[config.mk]
export PLATFORM = sky130hd
export DESIGN_NAME = registered_bus_transceiver
export DESIGN_NICKNAME = d
export VERILOG_FILES = /design/src/rtl/bus_xcvr_pkg.sv /design/src/rtl/registered_bus_transceiver.sv
export SDC_FILE = /design/constraint.sdc
export NUM_CORES = 1
export LEC_CHECK = 0
export BUFFER_PORTS_ARGS = -buffer_cell sky130_fd_sc_hd__buf_4
export CAP_MARGIN = 10
export CORE_MARGIN = 3
export CORE_UTILIZATION = 37
export CTS_CLUSTER_SIZE = 12
export DETAILED_ROUTE_END_ITERATION = 16
export PLACE_DENSITY = 0.71
export SYNTH_ARGS = -nofsm -noshare
export SYNTH_HDL_FRONTEND = slang
export SYNTH_SLANG_ARGS = --single-unit
[constraint.sdc]
create_clock -name ref_clk -period 1 [get_ports ref_clk]
set_clock_uncertainty 0.1 [all_clocks]
set_input_delay 0.1 -clock ref_clk [delete_from_list [all_inputs] [get_ports ref_clk]]
set_output_delay 0.1 -clock ref_clk [all_outputs]
set_load 0.01 [all_outputs]
[src/rtl/bus_xcvr_pkg.sv]
// shared constants and types for the registered bus transceiver
package bus_xcvr_pkg;

  // ==========================================================
  // widths
  localparam int SLICE_COUNT = 3;
  localparam int LOAD_SEL_W = 2;
  localparam int DRIVE_EN_W = 2;

  // ==========================================================
  // load select field positions and reset values
  localparam int LOAD_A_BIT = 0;
  localparam int LOAD_B_BIT = 1;
  localparam logic [SLICE_COUNT-1:0] SLICE_RST = 3'h0;
  localparam logic DRIVE_EN_RST = 1'h0;
  localparam logic CLK_SAMPLE_RST = 1'h0;

  // ==========================================================
  // parallel transmit data groups
  typedef struct packed {
    logic [SLICE_COUNT-1:0] group_b;
    logic [SLICE_COUNT-1:0] group_a;
  } tx_groups_t;

  // ==========================================================
  // shared line pin, two signals per slice
  typedef struct packed {
    logic [SLICE_COUNT-1:0] out;
    logic [SLICE_COUNT-1:0] oe;
  } line_drive_t;

endpackage

[src/rtl/registered_bus_transceiver.sv]
// three slice registered bus transceiver with cutoff shared line outputs
`timescale 1ns/1ps

module registered_bus_transceiver
  import bus_xcvr_pkg::*;
#(
  parameter int SLICES = SLICE_COUNT
) (
  input wire logic ref_clk,
  input wire logic sys_rst,
  input wire logic first_clock,
  input wire logic second_clock,
  input wire logic [LOAD_SEL_W-1:0] transmit_load_select,
  input wire logic [DRIVE_EN_W-1:0] bus_drive_enable,
  input wire logic receive_capture_gate,
  input wire tx_groups_t tx_groups,
  input wire logic [SLICES-1:0] shared_line_in,
  output logic [SLICES-1:0] shared_line_outputs,
  output logic [SLICES-1:0] shared_line_oe,
  output logic [SLICES-1:0] receive_outputs
);

  // ==========================================================
  // clock pin samples
  // both clock pins are sampled as ordinary inputs; an event is a
  // rising sample on either, so simultaneous edges give one update
  logic first_clock_q;
  logic second_clock_q;
  wire logic first_clock_d;
  wire logic second_clock_d;

  assign first_clock_d = first_clock;
  assign second_clock_d = second_clock;

  always_ff @(posedge ref_clk) begin
    if (sys_rst) begin
      first_clock_q <= CLK_SAMPLE_RST;
    end else begin
      first_clock_q <= first_clock_d;
    end
  end

  always_ff @(posedge ref_clk) begin
    if (sys_rst) begin
      second_clock_q <= CLK_SAMPLE_RST;
    end else begin
      second_clock_q <= second_clock_d;
    end
  end

  // ==========================================================
  // clock event detection
  // a pin held high gives no further events until it drops again
  wire logic first_rise;
  wire logic second_rise;
  wire logic clock_event;

  assign first_rise = first_clock & ~first_clock_q;
  assign second_rise = second_clock & ~second_clock_q;
  assign clock_event = first_rise | second_rise;

  // ==========================================================
  // drive enable decode
  // either enable pin keeps the line drivable; only both low cut off
  wire logic any_drive_en;
  wire logic drive_en_d;
  logic drive_en_q;

  assign any_drive_en = |bus_drive_enable;
  assign drive_en_d = clock_event ? any_drive_en : drive_en_q;

  // ==========================================================
  // registered drive enable, common to all slices
  // on an event the pin enable feeds the line flops directly, at the same edge that loads drive_en_q
  always_ff @(posedge ref_clk) begin
    if (sys_rst) begin
      drive_en_q <= DRIVE_EN_RST;
    end else begin
      drive_en_q <= drive_en_d;
    end
  end

  // ==========================================================
  // load select decode
  // group a wins if both selects are high
  wire logic load_a;
  wire logic load_b;
  wire logic load_any;
  wire logic tx_load;
  wire logic rx_load;

  assign load_a = transmit_load_select[LOAD_A_BIT];
  assign load_b = transmit_load_select[LOAD_B_BIT] & ~load_a;
  assign load_any = load_a | load_b;
  assign tx_load = clock_event & load_any;
  assign rx_load = clock_event & receive_capture_gate;

  // ==========================================================
  // slice storage
  logic [SLICES-1:0] tx_q;
  logic [SLICES-1:0] rx_q;
  logic [SLICES-1:0] line_out_q;
  logic [SLICES-1:0] line_oe_q;

  // ==========================================================
  // slice next values
  // line and enable share one next value so line and enable move together
  wire logic [SLICES-1:0] new_bits;
  wire logic [SLICES-1:0] tx_d;
  wire logic [SLICES-1:0] rx_d;
  wire logic [SLICES-1:0] drive_d;
  wire logic [SLICES-1:0] line_out_d;
  wire logic [SLICES-1:0] line_oe_d;

  // ==========================================================
  // bit slices
  genvar i;
  generate
    for (i = 0; i < SLICES; i++) begin : g_slice
      // transmit source select
      assign new_bits[i] = load_a ? tx_groups.group_a[i] :
                           tx_groups.group_b[i];

      // hold unless a load is selected on this event
      assign tx_d[i] = tx_load ? new_bits[i] : tx_q[i];

      // receive path samples the resolved line level
      assign rx_d[i] = rx_load ? shared_line_in[i] : rx_q[i];

      // low or disabled releases the line instead of driving low
      assign drive_d[i] = tx_d[i] & drive_en_d;

      assign line_out_d[i] = drive_d[i];
      assign line_oe_d[i] = drive_d[i];

      always_ff @(posedge ref_clk) begin
        if (sys_rst) begin
          tx_q[i] <= SLICE_RST[i];
        end else begin
          tx_q[i] <= tx_d[i];
        end
      end

      always_ff @(posedge ref_clk) begin
        if (sys_rst) begin
          rx_q[i] <= SLICE_RST[i];
        end else begin
          rx_q[i] <= rx_d[i];
        end
      end

      always_ff @(posedge ref_clk) begin
        if (sys_rst) begin
          line_out_q[i] <= SLICE_RST[i];
        end else begin
          line_out_q[i] <= line_out_d[i];
        end
      end

      always_ff @(posedge ref_clk) begin
        if (sys_rst) begin
          line_oe_q[i] <= SLICE_RST[i];
        end else begin
          line_oe_q[i] <= line_oe_d[i];
        end
      end
    end
  endgenerate

  // ==========================================================
  // outputs straight from flip-flops
  // no gating here, so every output pin sees a flop directly
  generate
    for (i = 0; i < SLICES; i++) begin : g_out
      assign shared_line_outputs[i] = line_out_q[i];
      assign shared_line_oe[i] = line_oe_q[i];
      assign receive_outputs[i] = rx_q[i];
    end
  endgenerate

endmodule

After elaboration in Yosys (flattened, before gate mapping) --
Cells that the tools add are included.
Storage, ports and cells: bits in latches 0, bits in writable memories 0, input bits 18, register bits after elaboration 12, memories 0, output and inout bits 9, logic and storage cells 33, memory bits (read-only) 0
Operators by class: $add $sub $neg 0, bitwise gates (word level) 13, reductions and logical operators 1, mux-type cells 7, eq/ne operators 0, shift-type cells 0, $mul 0, div/mod/pow operators 0, $lt $le $gt $ge 0
Operators by type and width (number):
- $and A1 B1 Y1 | 8
- $mux W1 | 7
- $not A1 Y1 | 3
- $or A1 B1 Y1 | 2
- $reduce_or A2 Y1 | 1

Depth between registers and ports, before layout --
depth after elaboration 6, mapped depth 4, depth with buffers taken out 4

Worst setup path before layout --
No wires, ideal clock.
kind register -> register, start point register first_clock_q, end point register line_oe_q[0] (netlist: shared_line_oe[0]), setup time 0.129 ns, path buffers 0, arrival time 0.897 ns, data required time 0.771 ns, cell stages (with the launch flop) 5, clock period less this slack 1.125 ns, setup slack -0.125 ns, path through dfxtp_1 -> and2b_4 -> o22ai_4 -> mux2i_1 -> nor2_1
Between the ends: cells in the longest elaborated chain, start to end 6, elaborated cells between the ends (all ways) 7, those cells by class 2 x mux; 5 x bitwise
RTL lines:
- start: declaration | RTL line registered_bus_transceiver.sv:27 | logic first_clock_q;
- start signal: assignment | RTL line registered_bus_transceiver.sv:39 | first_clock_q <= first_clock_d;
- $not A1 Y1 * | RTL line registered_bus_transceiver.sv:58 | assign first_rise = first_clock & ~first_clock_q;
- $and A1 B1 Y1 * | RTL line registered_bus_transceiver.sv:58
- $or A1 B1 Y1 * | RTL line registered_bus_transceiver.sv:60 | assign clock_event = first_rise | second_rise;
- $and A1 B1 Y1 | RTL line registered_bus_transceiver.sv:95 | assign tx_load = clock_event & load_any;
- $mux W1 | RTL line registered_bus_transceiver.sv:125 | assign tx_d[i] = tx_load ? new_bits[i] : tx_q[i];
- $and A1 B1 Y1 * | RTL line registered_bus_transceiver.sv:131 | assign drive_d[i] = tx_d[i] & drive_en_d;
- end signal: indexed assignment | RTL line registered_bus_transceiver.sv:162 | line_oe_q[i] <= SLICE_RST[i];
- end signal: indexed assignment | RTL line registered_bus_transceiver.sv:164 | line_oe_q[i] <= line_oe_d[i];
- end: declaration | RTL line registered_bus_transceiver.sv:103 | logic [SLICES-1:0] line_oe_q;
Every way passes the cells marked *; elsewhere a longest branch is shown, timed or not. A chain may end at the register's enable or synchronous reset.

Worst setup path in the final report --
Ends and elaborated chain as after synthesis.

==> run summary <==
The total placed cells including tap cells came out at 81. The maximum frequency from static timing analysis is 0.8073 GHz. STA classifies the critical path endpoint as a register. For this design the static power due to leakage is 0.0003827 uW.

The buffer type at the clock tree root is sky130_fd_sc_hd__clkbuf_4. The chip height came out at 42.73 um. In this run the deepest clock path goes through 2 buffers. The number of cells on the worst hold path came out at 4. Setup repair after global routing could not meet its margin everywhere. The reg-to-reg critical path endpoint is shared_line_oe[0]. The final clock period utilization by the worst path came out at 123.9%. Along the worst path, the maximum fanout reaches 4. TritonCTS built the clock tree. Traced cell by cell, the critical path runs through and2b_4 -> o22ai_4 -> mux2i_2 -> nor2_1. Routability-driven placement finished with a final weighted congestion of 0.6434. The capture endpoint of the worst hold path is drive_en_q. The synthesis warning total came out at 0. After detailed routing, the total wire length is 1109 um.

The I/O pin count came out at 27. The slew at the pin closest to its max-slew limit came out at 0.3671 ns. The number of max-capacitance violations reported came out at 0.

The count of final hold-check violations was 0. STA puts the critical path data required time at 1.05 ns. The number of DRC markers after the initial detailed-route iteration came out at 6. After detailed routing, the number of remaining DRC violations is 0. The number of clock buffers inserted by TritonCTS came out at 3.

The die span in x is 42.73 um. The area of the die is 1826 um^2. The final core utilization came out at 66.24%. The via count of the first global-routing pass came out at 446.

The max-slew violation total from the final report came to 0. In this run the critical register-to-register path is launched from first_clock_q. The post-synthesis to final-layout area growth is 57.39%. The final standard cell count with taps included and fillers excluded came out at 91. Across the VDD grid, the largest voltage drop is 1.115 mV. After detailed routing, the average wire length per cell comes to 12.19 um. The global-route wire length before repair is 1835 um. Setup total negative slack on the finished layout was measured at -1.954 ns. A synthesized cell averages 11.09 um^2.

Entering global routing, the biggest net connects 9 pins. The largest incremental delay on the critical path came out at 0.30 ns. The fraction of layout instances using a drive strength above 1 is 50.65%. The repair_antennas step left the layout with diodes totalling 0. Synthesis instantiated 14 different standard cells from the library. Once detail routing completed, the nets flagged for antenna violations numbered 0.

The sequential element share of the synthesized area is 48.12%. Synthesis inferred 12 register bits. The remaining global-route overflow is 0.

The worst-case headroom to the max-slew limit is 75.49%. In this run the number of H-tree levels came out at 1. The synthesized net count is 63.

The worst hold path begins at sys_rst. The startpoint type of the worst setup path is a register. After clock tree synthesis, the clock-pin slew on the worst setup and hold paths is 0.07 ns. Hold timing on the final database bottoms out at a slack of 0.05217 ns. The detailed-routing iteration count for the pre-antenna-repair pass came out at 2.

The largest individual stage delay along the critical path comes from the cell sky130_fd_sc_hd__dfxtp_1. The later pin in the worst-skew pair is clocked with a latency of 0.27 ns. The cell count after synthesis came out at 45.

Dividing the detail-routed via count by the number of cells gives 4.560. The cell row count came out at 12. The final period demand of the worst path came out at 1.239 ns.

The number of I/O port buffers is 26. The class of the worst hold path is in -> reg. The wire-length estimate of the detail-placed layout is 807.6 um. The via total after detailed routing is 415. In this run the cell area of the synthesized design comes to 499.2 um^2.

The core area is 1186 um^2. Power spread over the standard cell area amounts to 1447 nW/um^2. The critical path arrival came out at 1.29 ns. Once the floorplan was initialized, standard cells occupied 42.09% of the core. The flow ran to the end, but the final reports show violations. The number of clock sinks seen by CTS came out at 12. The number of antenna violations at the first check in global routing came out at 0. The setup slack at placement came out at -0.2246 ns. Setup slack on the critical path of the routed design comes to -0.2387 ns.

The critical path is of the reg -> reg type. The global router's overall resource usage is 13.49%. The number of nets in the finished design is 96. Setup violations remaining at the end of the flow were counted as 10. The number of cells on the worst reg-to-reg path is 4. The setup slack of the most critical reg-to-reg path came out at -0.24 ns.

The final reports fail on setup timing.
==> critical path: cells and delay by family (launching register included) <==
| kind | cells | cell delay [ns] |
|---|---|---|
| multiplexers | 1 | 0.27 |
| flip-flops | 1 | 0.30 |
| AND/OR/NAND/NOR | 2 | 0.28 |
| AO/OA/AOI/OAI | 1 | 0.17 |
==> kinds of logic (layout without fill, tap and decap cells) <==
group | count (synthesis) | count (layout) | share of synthesized area, %
compound gates | 4 | 4 | 11.53
buf+inv | 6 | 38 | 6.766
flops | 12 | 12 | 48.12
mux | 9 | 9 | 18.80
simple gates | 14 | 14 | 14.79
==> report_power, final <==
group          switching [uW]  internal, uW
combinational            92.0           141
sequential               14.7           511
clock                     157           221
==> cell type report <==
| class | count | area (um^2) |
|---|---|---|
| repair buffers | 32 | 255.2 |
| fillers | 108 | 400.4 |
| clock buffers | 4 | 36.28 |
| flip-flops and latches | 12 | 240.2 |
| multi-input cells | 27 | 229.0 |
| inverters | 2 | 7.507 |
| well taps | 14 | 17.52 |
==> routing by layer <==
layer	track usage, %	wire, um	up-vias
met1	14.95	456	181
met3	6.780	108	2
met2	23.35	536	21
met5	0	0	-
li1	-	-	211
met4	1.863	8	0
==> per-stage QoR <==
step | area [um^2] | power (uW)
after floorplan | 499.2 | 651.9
after global placement | 685.7 | 742.3
after detailed placement | 685.7 | 747.3
after CTS | 782.0 | 1143
after global routing | 785.8 | 1195
final | 785.8 | 1137
==> cell usage in the layout (no fill, tap or decap), types with 2 or more instances in the layout <==
master and instances:
sky130_fd_sc_hd__buf_4 26, sky130_fd_sc_hd__dfxtp_1 12, sky130_fd_sc_hd__nor2_1 10, sky130_fd_sc_hd__dlygate4sd3_1 6, sky130_fd_sc_hd__mux2i_1 5, sky130_fd_sc_hd__mux2_2 3
sky130_fd_sc_hd__clkbuf_4 3, sky130_fd_sc_hd__nor2b_1 2, sky130_fd_sc_hd__inv_1 2
==> flip-flops by register name (all words and copies together) (netlist names) <==
| name | cells |
|---|---|
| drive_en_q | 1 |
| first_clock_q | 1 |
| receive_outputs | 3 |
| second_clock_q | 1 |
| shared_line_oe | 3 |
| tx_q | 3 |
==> cell usage after synthesis <==
library cell,instances,area share [%]
sky130_fd_sc_hd__buf_4,3,4.5
sky130_fd_sc_hd__mux2_2,3,6.8
sky130_fd_sc_hd__nor2b_4,1,2.8
sky130_fd_sc_hd__mux2i_1,6,12
sky130_fd_sc_hd__nor2_1,10,7.5
sky130_fd_sc_hd__clkbuf_1,1,0.75
sky130_fd_sc_hd__nor2b_1,2,2.5
sky130_fd_sc_hd__and2b_4,1,2.0
sky130_fd_sc_hd__o22ai_4,1,4.0
sky130_fd_sc_hd__o21ai_4,1,3.3
sky130_fd_sc_hd__dfxtp_1,12,48
sky130_fd_sc_hd__inv_1,2,1.5
sky130_fd_sc_hd__o21ai_1,1,1.0
sky130_fd_sc_hd__o311ai_2,1,3.3
==> how the worst max path moves through the flow <==
stage	from	end	slack, ns	cells past startpoint
floorplan	first_clock_q	shared_line_oe[0]	-0.13	4
finish	first_clock_q	shared_line_oe[0]	-0.24	4
detailed placement	first_clock_q	shared_line_oe[0]	-0.22	4
global placement	first_clock_q	shared_line_oe[1]	-0.20	4
global route	first_clock_q	shared_line_oe[1]	-0.30	4
CTS	first_clock_q	shared_line_oe[0]	-0.24	4
==> timing repair <==
action	CTS	global route
pin swaps	1	0
buffers inserted	0	0
setup endpoints to repair	10	10
hold endpoints to repair	8	0
resized for setup	0	1
hold buffers	6	0
Note: power is estimated with default switching activity, not from simulation.
